===== config.mk =====
export PLATFORM = sky130hd
export DESIGN_NAME = fepcs_line_coding
export DESIGN_NICKNAME = d
export VERILOG_FILES = /design/src/common/fepcs_pkg.sv /design/src/logic/fepcs_fifo.sv /design/src/logic/fepcs_line_coding.sv
export SDC_FILE = /design/constraint.sdc
export NUM_CORES = 1
export LEC_CHECK = 0
export BUFFER_PORTS_ARGS = -buffer_cell sky130_fd_sc_hd__buf_4
export CAP_MARGIN = 25
export CORE_ASPECT_RATIO = 0.5
export CORE_MARGIN = 1
export CORE_UTILIZATION = 53
export CTS_BUF_LIST = sky130_fd_sc_hd__clkbuf_16
export DETAILED_ROUTE_END_ITERATION = 7
export GPL_TIMING_DRIVEN = 0
export MAX_ROUTING_LAYER = met4
export PLACE_DENSITY = 0.82
export SYNTH_ARGS = -nofsm -noshare
export SYNTH_HDL_FRONTEND = slang
export SYNTH_SLANG_ARGS = --single-unit

===== constraint.sdc =====
create_clock -name ref_clk_in -period 2.56 [get_ports ref_clk_in]
set_input_delay 0.512 -clock ref_clk_in [delete_from_list [all_inputs] [get_ports ref_clk_in]]
set_output_delay 0.512 -clock ref_clk_in [all_outputs]
set_load 0.01 [all_outputs]

===== src/common/fepcs_pkg.sv =====
package fepcs_pkg;

  // ==========================================================================
  // Code-groups
  localparam logic [4:0] FEPCS_CG_IDLE = 5'h1F;
  localparam logic [4:0] FEPCS_CG_J = 5'h18;
  localparam logic [4:0] FEPCS_CG_K = 5'h11;
  localparam logic [4:0] FEPCS_CG_T = 5'h0D;
  localparam logic [4:0] FEPCS_CG_R = 5'h07;
  localparam logic [4:0] FEPCS_CG_HALT = 5'h04;

  // ==========================================================================
  // Widths, counts and reset values
  localparam int FEPCS_NIB_W = 4;
  localparam int FEPCS_CG_W = 5;
  localparam int FEPCS_LFSR_W = 11;
  localparam int FEPCS_FIFO_DEPTH = 4;
  localparam logic [2:0] FEPCS_BIT_LAST = 3'h4;
  localparam logic [10:0] FEPCS_SEED_BASE = 11'h5A5;
  localparam logic [4:0] FEPCS_SD_MIN_RUN = 5'h10;

  // ==========================================================================
  // MLT-3 levels
  typedef enum logic [3:0] {
    FEPCS_ML_ZP = 4'b0001,
    FEPCS_ML_POS = 4'b0010,
    FEPCS_ML_ZN = 4'b0100,
    FEPCS_ML_NEG = 4'b1000
  } fepcs_mlt_e;

  // Transmit encoder states
  typedef enum logic [4:0] {
    FEPCS_TX_IDLE = 5'b00001,
    FEPCS_TX_K = 5'b00010,
    FEPCS_TX_DATA = 5'b00100,
    FEPCS_TX_T = 5'b01000,
    FEPCS_TX_R = 5'b10000
  } fepcs_tx_e;

  // MII transmit nibble with its enable and error
  typedef struct packed {
    logic en;
    logic er;
    logic [3:0] nib;
  } fepcs_mii_tx_s;

  // Three-level line symbol from the equalizer
  typedef struct packed {
    logic pos;
    logic neg;
  } fepcs_line_s;

  // ==========================================================================
  // 4B/5B data mapping
  function automatic logic [4:0] fepcs_enc4b5b(input logic [3:0] n);
    logic [4:0] c;
    c = 5'h00;
    case (n)
      4'h0: c = 5'h1E;
      4'h1: c = 5'h09;
      4'h2: c = 5'h14;
      4'h3: c = 5'h15;
      4'h4: c = 5'h0A;
      4'h5: c = 5'h0B;
      4'h6: c = 5'h0E;
      4'h7: c = 5'h0F;
      4'h8: c = 5'h12;
      4'h9: c = 5'h13;
      4'hA: c = 5'h16;
      4'hB: c = 5'h17;
      4'hC: c = 5'h1A;
      4'hD: c = 5'h1B;
      4'hE: c = 5'h1C;
      default: c = 5'h1D;
    endcase
    return c;
  endfunction

  // x^11 + x^9 + 1 feedback step
  function automatic logic [10:0] fepcs_lfsr_step(input logic [10:0] s);
    return {s[9:0], s[10] ^ s[8]};
  endfunction

endpackage


===== src/logic/fepcs_fifo.sv =====
`timescale 1ns/1ps
module fepcs_fifo #(
  parameter int WIDTH = 6,
  parameter int DEPTH = 4
) (
  input wire logic clk_in,            // Clock
  input wire logic rstn_in,           // Async reset, active low
  input wire logic in_valid_in,       // Write request
  output logic in_ready_out,          // Not full
  input wire logic [WIDTH-1:0] in_data_in, // Write data
  output logic out_valid_out,         // Not empty
  input wire logic out_ready_in,      // Read accept
  output logic [WIDTH-1:0] out_data_out // Head word
);
  localparam int AW = $clog2(DEPTH);
  logic [WIDTH-1:0] mem_q [DEPTH];
  logic [AW-1:0] wr_q;
  logic [AW-1:0] rd_q;
  logic [AW:0] cnt_q;
  logic push;
  logic pop;

  assign in_ready_out = (cnt_q != DEPTH[AW:0]);
  assign out_valid_out = (cnt_q != '0);
  assign out_data_out = mem_q[rd_q];
  assign push = in_valid_in && in_ready_out;
  assign pop = out_valid_out && out_ready_in;

  always_ff @(posedge clk_in) begin
    if (push) begin
      mem_q[wr_q] <= in_data_in;
    end
  end

  always_ff @(posedge clk_in or negedge rstn_in) begin
    if (!rstn_in) begin
      wr_q <= '0;
      rd_q <= '0;
      cnt_q <= '0;
    end else begin
      if (push) begin
        wr_q <= (wr_q == AW'(DEPTH - 1)) ? '0 : wr_q + 1'b1;
      end
      if (pop) begin
        rd_q <= (rd_q == AW'(DEPTH - 1)) ? '0 : rd_q + 1'b1;
      end
      if (push && !pop) begin
        cnt_q <= cnt_q + 1'b1;
      end else if (pop && !push) begin
        cnt_q <= cnt_q - 1'b1;
      end
    end
  end
endmodule // fepcs_fifo


===== src/logic/fepcs_line_coding.sv =====
`timescale 1ns/1ps
// Function
// RULE1 - Each MAC nibble becomes a 5-bit code-group.
// RULE2 - First preamble byte is replaced by J then K.
// RULE3 - Remaining preamble and data nibbles map to code-groups.
// RULE4 - Dropping transmit enable appends T then R.
// RULE5 - Idle code-groups follow until transmit enable returns.
// RULE6 - Scrambler is a closed-loop 11-bit LFSR.
// RULE7 - Scrambled bit is LFSR output XOR serial NRZ bit.
// RULE8 - Scrambler seed comes from the five PHY address straps.
// RULE9 - Scrambled serial stream is NRZI encoded.
// RULE10 - MLT-3 split into two drive streams with alternating one events.
// RULE11 - Transmit output is MLT-3 only; no binary output mode.
// RULE12 - Link pulses alone never assert 100 Mb/s signal detect.
// RULE13 - Three-level receive symbols are decoded to NRZI.
// RULE14 - NRZI is decoded to NRZ for the descrambler.
// RULE15 - Receive bits are grouped into 5-bit symbols.
// RULE16 - Receive line stream is turned toward MII nibbles.
// RULE17 - Data nibbles follow the 4B/5B table.
// RULE18 - Idle code-group is all ones.
// RULE19 - NRZI toggles on one, holds on zero; decoder inverts.
// RULE20 - MLT-3 cycles zero, plus, zero, minus on transitions.
module fepcs_line_coding
  import fepcs_pkg::*;
(
  input wire logic ref_clk_in,                    // 125 Mb/s bit clock domain
  input wire logic rstn_in,                       // Async reset, active low
  input wire logic [4:0] phy_address_straps_in,   // PHY address straps
  input wire fepcs_pkg::fepcs_mii_tx_s mii_tx_in, // MII transmit nibble
  input wire logic mii_tx_valid_in,               // Nibble offered
  output logic mii_tx_ready_out,                  // Nibble accepted
  output logic [1:0] line_driver_outputs_out,     // MLT-3 drive pair
  input wire fepcs_pkg::fepcs_line_s rx_line_in,  // Equalizer symbol
  input wire logic rx_energy_in,                  // Energy above threshold
  output logic rx_signal_detect_out,              // 100 Mb/s signal detect
  output logic rx_nrz_out,                        // Serial NRZ to descrambler
  output logic [4:0] rx_symbol_out,               // Deserialized symbol
  output logic rx_symbol_valid_out                // Symbol strobe
);
  import fepcs_pkg::*;

  // ==========================================================================
  // Transmit FIFO
  logic fifo_ready;
  logic fifo_valid;
  logic fifo_pop;
  fepcs_mii_tx_s fifo_word;
  logic [5:0] fifo_out_bits;

  fepcs_fifo #(
    .WIDTH(6),
    .DEPTH(FEPCS_FIFO_DEPTH)
  ) u_fifo (
    .clk_in(ref_clk_in),
    .rstn_in(rstn_in),
    .in_valid_in(mii_tx_valid_in),
    .in_ready_out(fifo_ready),
    .in_data_in(mii_tx_in),
    .out_valid_out(fifo_valid),
    .out_ready_in(fifo_pop),
    .out_data_out(fifo_out_bits)
  );
  assign fifo_word = fepcs_mii_tx_s'(fifo_out_bits);

  always_ff @(posedge ref_clk_in or negedge rstn_in) begin
    if (!rstn_in) begin
      mii_tx_ready_out <= 1'b0;
    end else begin
      mii_tx_ready_out <= fifo_ready;
    end
  end

  // ==========================================================================
  // Code-group encoder
  fepcs_tx_e tx_state_q;
  logic [2:0] bit_cnt_q;
  logic [4:0] shift_q;
  logic first_q;
  logic cg_load;
  logic [4:0] next_cg;
  fepcs_tx_e tx_state_d;
  logic take_nib;

  assign cg_load = (bit_cnt_q == FEPCS_BIT_LAST);

  always_comb begin
    next_cg = FEPCS_CG_IDLE;
    tx_state_d = tx_state_q;
    take_nib = 1'b0;
    case (tx_state_q)
      FEPCS_TX_IDLE: begin
        if (fifo_valid && fifo_word.en) begin
          next_cg = FEPCS_CG_J; // RULE2
          tx_state_d = FEPCS_TX_K;
          take_nib = 1'b1;
        end else begin
          next_cg = FEPCS_CG_IDLE; // RULE5 RULE18
          take_nib = fifo_valid;
        end
      end
      FEPCS_TX_K: begin
        next_cg = FEPCS_CG_K; // RULE2
        tx_state_d = FEPCS_TX_DATA;
        take_nib = fifo_valid;
      end
      FEPCS_TX_DATA: begin
        if (fifo_valid && fifo_word.en) begin
          next_cg = fifo_word.er ? FEPCS_CG_HALT : fepcs_enc4b5b(fifo_word.nib); // RULE1 RULE3 RULE17
          take_nib = 1'b1;
        end else begin
          next_cg = FEPCS_CG_T; // RULE4
          tx_state_d = FEPCS_TX_R;
        end
      end
      FEPCS_TX_T: begin
        next_cg = FEPCS_CG_T; // RULE4
        tx_state_d = FEPCS_TX_R;
      end
      FEPCS_TX_R: begin
        next_cg = FEPCS_CG_R; // RULE4
        tx_state_d = FEPCS_TX_IDLE;
        take_nib = fifo_valid && !fifo_word.en;
      end
      default: begin
        next_cg = FEPCS_CG_IDLE;
        tx_state_d = FEPCS_TX_IDLE;
      end
    endcase
  end

  // The second preamble nibble is swallowed when K is loaded, one code-group after the first
  assign fifo_pop = cg_load && (take_nib || (tx_state_q == FEPCS_TX_K && fifo_valid));

  always_ff @(posedge ref_clk_in or negedge rstn_in) begin
    if (!rstn_in) begin
      tx_state_q <= FEPCS_TX_IDLE;
      bit_cnt_q <= 3'h0;
      shift_q <= FEPCS_CG_IDLE;
    end else if (cg_load) begin
      tx_state_q <= tx_state_d;
      bit_cnt_q <= 3'h0;
      shift_q <= next_cg;
    end else begin
      bit_cnt_q <= bit_cnt_q + 3'h1;
      shift_q <= {shift_q[3:0], 1'b0};
    end
  end

  // ==========================================================================
  // Scrambler, NRZI and MLT-3
  logic [10:0] lfsr_q;
  logic seeded_q;
  logic nrzi_q;
  logic nrzi_prev_q;
  logic scr_bit;
  fepcs_mlt_e mlt_q;

  always_ff @(posedge ref_clk_in or negedge rstn_in) begin
    if (!rstn_in) begin
      first_q <= 1'b1;
      seeded_q <= 1'b0;
      lfsr_q <= FEPCS_SEED_BASE;
    end else if (!seeded_q) begin
      seeded_q <= 1'b1;
      lfsr_q <= FEPCS_SEED_BASE ^ {6'h00, phy_address_straps_in}; // RULE8
    end else begin
      first_q <= 1'b0;
      lfsr_q <= fepcs_lfsr_step(lfsr_q); // RULE6
    end
  end

  assign scr_bit = shift_q[4] ^ lfsr_q[10]; // RULE7

  always_ff @(posedge ref_clk_in or negedge rstn_in) begin
    if (!rstn_in) begin
      nrzi_q <= 1'b0;
      nrzi_prev_q <= 1'b0;
    end else begin
      nrzi_prev_q <= nrzi_q;
      if (scr_bit && !first_q) begin
        nrzi_q <= !nrzi_q; // RULE9 RULE19
      end
    end
  end

  always_ff @(posedge ref_clk_in or negedge rstn_in) begin
    if (!rstn_in) begin
      mlt_q <= FEPCS_ML_ZP;
    end else if (nrzi_q != nrzi_prev_q) begin
      // Level steps only on an NRZI transition
      case (mlt_q) // RULE20
        FEPCS_ML_ZP: mlt_q <= FEPCS_ML_POS;
        FEPCS_ML_POS: mlt_q <= FEPCS_ML_ZN;
        FEPCS_ML_ZN: mlt_q <= FEPCS_ML_NEG;
        FEPCS_ML_NEG: mlt_q <= FEPCS_ML_ZP;
        default: mlt_q <= FEPCS_ML_ZP;
      endcase
    end
  end

  // Only MLT-3 drive exists; one stream per transformer side
  always_ff @(posedge ref_clk_in or negedge rstn_in) begin
    if (!rstn_in) begin
      line_driver_outputs_out <= 2'b00;
    end else begin
      line_driver_outputs_out <= {mlt_q == FEPCS_ML_NEG, mlt_q == FEPCS_ML_POS}; // RULE10 RULE11
    end
  end

  // ==========================================================================
  // Signal detect
  logic [4:0] sd_run_q;

  // Link pulses are too short to fill the run counter
  always_ff @(posedge ref_clk_in or negedge rstn_in) begin
    if (!rstn_in) begin
      sd_run_q <= 5'h00;
      rx_signal_detect_out <= 1'b0;
    end else if (!rx_energy_in) begin
      sd_run_q <= 5'h00;
      rx_signal_detect_out <= 1'b0;
    end else if (sd_run_q != FEPCS_SD_MIN_RUN) begin
      sd_run_q <= sd_run_q + 5'h01;
    end else begin
      rx_signal_detect_out <= 1'b1; // RULE12
    end
  end

  // ==========================================================================
  // Receive decode and deserializer
  logic rx_nrzi_q;
  logic rx_nrzi_prev_q;
  logic [4:0] rx_shift_q;
  logic [2:0] rx_cnt_q;

  always_ff @(posedge ref_clk_in or negedge rstn_in) begin
    if (!rstn_in) begin
      rx_nrzi_q <= 1'b0;
      rx_nrzi_prev_q <= 1'b0;
      rx_nrz_out <= 1'b0;
    end else begin
      rx_nrzi_q <= rx_line_in.pos | rx_line_in.neg; // RULE13
      rx_nrzi_prev_q <= rx_nrzi_q;
      rx_nrz_out <= rx_nrzi_q ^ rx_nrzi_prev_q; // RULE14 RULE19
    end
  end

  always_ff @(posedge ref_clk_in or negedge rstn_in) begin
    if (!rstn_in) begin
      rx_shift_q <= 5'h00;
      rx_cnt_q <= 3'h0;
      rx_symbol_out <= 5'h00;
      rx_symbol_valid_out <= 1'b0;
    end else begin
      rx_shift_q <= {rx_shift_q[3:0], rx_nrz_out};
      rx_symbol_valid_out <= 1'b0;
      if (!rx_signal_detect_out) begin
        rx_cnt_q <= 3'h0;
      end else if (rx_cnt_q == FEPCS_BIT_LAST) begin
        rx_cnt_q <= 3'h0;
        rx_symbol_out <= {rx_shift_q[3:0], rx_nrz_out}; // RULE15 RULE16
        rx_symbol_valid_out <= 1'b1;
      end else begin
        rx_cnt_q <= rx_cnt_q + 3'h1;
      end
    end
  end
endmodule // fepcs_line_coding


After elaboration in Yosys (flattened, before gate mapping)
Memories as Yosys holds them, arrays and structs flattened.
Cells that the tools add are included.
- $add $sub $neg: 7
- eq/ne operators: 20
- muxes and demuxes: 28
- bitwise logic cells: 5
- reductions and logical operators: 19
- operator list (operator ; count):
    $mux W5 ; 7
    $pmux W5 S5 ; 1
    $pmux W5 S4 ; 1
    $mux W3 ; 6
    $pmux W4 S3 ; 1
    $mux W11 ; 1
    $add A3 B1 Y3 const B ; 3
    $logic_and A1 B1 Y1 ; 9
    $mux W1 ; 8
    $eq A3 B3 Y1 const B ; 2
    $ne A2 B2 Y1 const B ; 3
    $not A2 Y6 ; 1
    $add A5 B1 Y5 const B ; 1
    $eq A5 B1 Y1 const B ; 1
    $eq A5 B2 Y1 const B ; 1
    $eq A5 B3 Y1 const B ; 1
    $eq A5 B4 Y1 const B ; 1
    $eq A5 B5 Y1 const B ; 1
    $logic_not A1 Y1 ; 5
    $ne A5 B5 Y1 const B ; 1
    $add A2 B1 Y2 const B ; 2
    $eq A2 B2 Y1 const B ; 2
    $eq A4 B1 Y1 const B ; 1
    $eq A4 B2 Y1 const B ; 1
    other kinds (15) ; 18
- flip-flop bits (word level): 64
- bits in writable memories: 24
- ROM bits: 80
- memories kept: 2
- memory list (name ; depth ; bits a word ; read ports ; clocked after memory_dff ; wr ports ; line ; RTL):
    (name not given) ; 16 ; 5 ; 1 ; 0 ; 0 ; fepcs_pkg.sv:58 ; case (n)
    u_fifo.mem_q ; 4 ; 6 ; 1 ; 0 ; 1 ; fepcs_fifo.sv:16 ; logic [WIDTH-1:0] mem_q [DEPTH];

Logic depth before layout (Yosys ltp)
- depth after elaboration: 10
- depth in mapped cells: 12
- depth with buffers taken out: 11

By module
From an unflattened synthesis, not the netlist that was laid out.
- cells, all modules: 269
- area total of the unflattened synthesis: 3706.1 µm²
- by module, submodules not included (module ; times used ; cells each ; area an instance (µm²) ; sequential area each (µm²)):
    fepcs_line_coding ; 1 ; 200 ; 2392.3 ; 1418.9
    fepcs_fifo ; 1 ; 69 ; 1313.8 ; 895.9

Worst setup path after synthesis
No wires, ideal clock.
- kind: register to register
- start point: register u_fifo.rd_q[0]
- end point: register u_fifo.cnt_q[1]
- arrival: 2.544 ns
- data required time: 2.435 ns
- slack: -0.108 ns
- cell stages (with the launch flop): 11
- path buffers: 1
- period minus slack after synthesis: 2.668 ns
- cells stage by stage: dfrtp_1 > buf_6 > mux4_2 > and3b_1 > o21bai_1 > a211oi_2 > inv_1 > ha_1 > inv_1 > fa_1 > mux2_2
- longest elaborated chain between the ends: 10
- elaborated cells on any way between the ends: 15
- RTL lines (element ; line ; RTL):
    from (decl) ; fepcs_fifo.sv:18 ; logic [AW-1:0] rd_q;
    from (signal assigned) ; fepcs_fifo.sv:45 ; rd_q <= (rd_q == AW'(DEPTH - 1)) ? '0 : rd_q + 1'b1;
    $mem_v2 Z4 W6 (*) ; n/a ;
    $logic_and A1 B1 Y1 or $logic_not A1 Y1 (tied branches) ; fepcs_line_coding.sv:92, fepcs_line_coding.sv:107, fepcs_line_coding.sv:122 ;
    $mux W1 (tied with other cells) ; fepcs_line_coding.sv:107 ; if (fifo_valid && fifo_word.en) begin
    $pmux W1 S4 (*) ; fepcs_line_coding.sv:90 ; case (tx_state_q)
    $logic_or A1 B1 Y1 (*) ; fepcs_line_coding.sv:132 ; assign fifo_pop = cg_load && (take_nib || (tx_state_q == FEPCS_TX_K && fifo_valid));
    $logic_and A1 B1 Y1 (*) ; fepcs_line_coding.sv:132 ;
    $logic_and A1 B1 Y1 (*) ; fepcs_fifo.sv:27 ; assign pop = out_valid_out && out_ready_in;
    $logic_not A1 Y1 ; fepcs_fifo.sv:47 ; if (push && !pop) begin
    $logic_and A1 B1 Y1 ; fepcs_fifo.sv:47 ;
    $mux W3 or $reduce_bool A2 Y1 (tied branches) ; n/a ;
    to (signal assigned) ; fepcs_fifo.sv:48 ; cnt_q <= cnt_q + 1'b1;
    to (signal assigned) ; fepcs_fifo.sv:50 ; cnt_q <= cnt_q - 1'b1;
    to (decl) ; fepcs_fifo.sv:19 ; logic [AW:0] cnt_q;
Every way passes the cells marked *; elsewhere a longest branch is shown, timed or not.
A chain may end at the register's enable or synchronous reset.

Worst setup path in the final report
Same ends and word-level chain as after synthesis.

==> summary.txt <==
Yosys
  • Syn Inst Count: 272
  • Primary FF master, synth: dfrtp_1
  • Mapped Nets: 302
  • Seq/Total Area, Yosys: 62.8%
  • Synthesized flop and latch total: 87
  • Post-synthesis async set-or-reset flop share: 72.4%
  • Netlist cell types: 50
  • Post-synthesis cell area: 0.00369 mm2
  • Mean post-synth cell area: 13.6 um2
  • YS warnings: 0
  • EDFF count, synth: 24

Timing
  • Rel. slew slack: 46.5%
  • RSZ-0062 raised after global routing: yes
  • Final setup vio count: 2
  • Worst Clk Skew: 0.00738 ns
  • Worst Tran Pin Value: 0.792 ns
  • Final Hold Violating Endpoints: 0
  • Fin crit share: 104%
  • TNS Setup: -0.114 ns
  • Fin Hold WS: 0.228 ns
  • Crit path time final: 2.66 ns
  • Worst setup margin: -0.0954 ns
  • Slew Limit Fails: 0
  • Fmax: 0.377 GHz

Critical path
  • Critical path's slowest cell: mux4_2
  • CP peak stage delay: 0.52 ns
  • Worst EP arrival: 2.87 ns
  • Kind of start point of the critical path: register
  • Setup crit end kind: register
  • Worst EP required: 2.78 ns
  • R2r worst-path depth: 10
  • CP delay by family, top: multiplexers
  • CP max FO: 2
  • Reg-to-reg startpoint: u_fifo.rd_q[0]$_DFFE_PN0P_
  • WP buf/inv: 3
  • Worst Path Class, Setup: register to register
  • Crit-path cells: buf_6 > mux4_2 > and3b_1 > o21bai_1 > a211oi_2 > inv_1 > ha_2 > inv_2 > fa_1 > mux2_2
  • R2R Setup Slk: -0.1 ns
  • Worst r2r dst: u_fifo.cnt_q[1]$_DFFE_PN0P_

Power
  • Switching Share: 30.5%
  • Cell leakage power: 1.91 nW
  • NetSw: 1.39 mW
  • Combinational power share: 30.8%
  • Power Dens Cells: 1050 mW/mm2
  • Pint: 3.17 mW
  • Largest vdd supply drop: 0.000626 V
  • Clock network power share: 27.0%
  • Sequential power share: 42.2%

Detailed routing
  • Via count: 2138
  • Drc violations: 0
  • Drt wl/cell: 14.6 um
  • Iteration count of the initial detailed-routing pass: 4
  • Drt via density: 5.19
  • Iter 0 DRT Violations: 107
  • Post-DRT Antenna Nets: 0
  • Routed Wire Length: 6010 um

Global routing
  • Pin count of the biggest net entering global routing: 64
  • GRT overflow: 0
  • First-pass GRT wire length: 9830 um
  • Vias in the first global route: 2185
  • Initial antenna violation count: 0
  • Gr usage total: 19.3%

Floorplan
  • # IOs: 28
  • Initial Util: 55.0%
  • Core box area: 0.00670 mm2
  • Die area: 0.00731 mm2
  • # rows: 21
  • Die span in x: 120 um
  • Overall die height: 61.0 um

Place
  • DPL Wire Length: 4030 um
  • GP Congestion: 0.794
  • PortBufs: 27

CTS
  • Clock Root Buffer: clkbuf_16
  • Clock buffer depth: 2
  • CTS tree: built
  • TritonCTS Buffers: 9
  • Worst-path clk slew: 0.06 ns
  • Cts hold-fix bufs: 0
  • H-tree depth: 3
  • Clk_lat worst skew: 0.34 ns
  • Clock Sinks: 87

Final layout
  • N_diodes: 0
  • Synth-to-Final Area Change: 17.7%
  • Nets@finish: 345
  • Share of post-route cells with drive strength above 1: 26.3%

Min path
  • Hold WC Path Type: primary input to async pin

Outcome
  • Status: finished with violations
  • Failing checks: negative setup slack

Flow run
  • Max-cap violations: 0
[metrics by stage]
step | cells | util (%) | total power [mW] | setup WS (ns) | cell area [um2]
final | 412 | 64.8 | 4.56 | -0.0954 | 4340
after global routing | 412 | 64.8 | 4.84 | -0.189 | 4340
after CTS | 412 | 64.6 | 4.58 | -0.134 | 4330
after detailed placement | 391 | 59.8 | 3.24 | -0.273 | 4010
after global placement | 391 | 59.8 | 3.11 | -0.133 | 4010
after floorplan | 272 | - | 2.89 | -0.0186 | 3690
[routing by layer]
metal	up-vias	global-route usage (%)	wire length, um
met5	-	-	0
met1	1058	20.0	2580
met3	12	7.33	232
li1	1040	-	-
met2	28	33.3	3090
met4	0	9.46	112
[state kept, by name, summed over array words and instances, names as in the netlist, 2 cells and up]
register                 cells
rx_symbol_out                5
u_fifo.mem_q                24
u_fifo.wr_q                  2
tx_state_q                   4
bit_cnt_q                    3
rx_shift_q                   4
lfsr_q                      11
rx_cnt_q                     3
u_fifo.rd_q                  2
u_fifo.cnt_q                 3
sd_run_q                     5
line_driver_outputs_out      2
mlt_q                        4
shift_q                      5
[power groups by stage]
stage                     clock (mW)  sequential, mW  combinational [mW]
after global routing            1.32            1.96                1.56
after global placement             0            1.87                1.24
final                           1.23            1.92                1.40
after CTS                       1.26            1.89                1.43
after floorplan                    0            1.86                1.04
after detailed placement           0            1.89                1.35
[timing repair]
item                       CTS  global route
buffers inserted             6             1
resized for setup            0             1
setup endpoints to repair    2             2
pin swaps                    2             2
[layout make-up]
type                       count  area [um2]
buffer                         6        32.5
timing repair buffer          34         255
inverter                      16        60.1
sequential                    87        2310
clock buffer                   9         225
clock inverter                 7        55.1
fill                         484        2360
multi-input combinational    161        1280
tap                           92         115
[synthesized netlist by cell type, drive strengths merged (2+ instances only)]
master	number	area, um2
nor2b	4	25.0
xnor2	9	78.8
nand2b	5	31.3
mux2	12	135
a41oi	2	17.5
buf	4	26.3
o41ai	2	17.5
and2	8	50.1
nand3	4	20.0
a211oi	3	27.5
dfstp	14	368
nor2	24	90.1
edfxtp	24	721
nand2	13	48.8
and3	4	25.0
mux2i	3	30.0
nor4b	3	32.5
o21bai	2	15.0
clkbuf	4	15.0
a21oi	8	40.0
mux4	6	154
inv	16	60.1
ha	12	150
xor2	9	78.8
nor3	3	15.0
dfrtp	49	1230
o21ai	7	35.0
[kinds of logic (layout without fill, tap and decap cells)]
logic type / after synthesis / in the layout / share of synthesized area, %
muxes: 21 / 21 / 8.66
AOI/OAI and AO/OA: 32 / 32 / 5.91
DFF: 87 / 87 / 62.8
other: 1 / 1 / 0.102
and+or+nand+nor: 76 / 76 / 10.9
buffers and inverters: 24 / 72 / 2.75
adders and majority gates: 13 / 13 / 4.62
xor gates and xnor gates: 18 / 18 / 4.28
[placed cells by master (no fill, tap or decap), types with 5 or more instances in the layout]
| cell | instances |
|---|---|
| dfrtp_1 | 49 |
| buf_4 | 34 |
| nor2_1 | 24 |
| edfxtp_1 | 24 |
| inv_1 | 16 |
| dfstp_2 | 14 |
| nand2_1 | 13 |
| mux2_2 | 12 |
| ha_1 | 11 |
| xor2_1 | 9 |
| xnor2_1 | 9 |
| clkbuf_16 | 9 |
| a21oi_1 | 8 |
| and2_1 | 7 |
| o21ai_0 | 7 |
| mux4_1 | 5 |
| nand2b_1 | 5 |
[worst max-delay path by stage]
stage,from,to,slack [ns],cells past startpoint
floorplan,u_fifo.rd_q[0]$_DFFE_PN0P_,u_fifo.cnt_q[1]$_DFFE_PN0P_,-0.02,10
global placement,u_fifo.rd_q[0]$_DFFE_PN0P_,u_fifo.cnt_q[1]$_DFFE_PN0P_,-0.13,10
detailed placement,u_fifo.rd_q[1]$_DFFE_PN0P_,u_fifo.cnt_q[1]$_DFFE_PN0P_,-0.27,10
CTS,u_fifo.rd_q[0]$_DFFE_PN0P_,u_fifo.cnt_q[1]$_DFFE_PN0P_,-0.13,10
global route,u_fifo.rd_q[0]$_DFFE_PN0P_,u_fifo.cnt_q[1]$_DFFE_PN0P_,-0.19,10
finish,u_fifo.rd_q[0]$_DFFE_PN0P_,u_fifo.cnt_q[1]$_DFFE_PN0P_,-0.1,10
(Power assumes the default switching activity.)
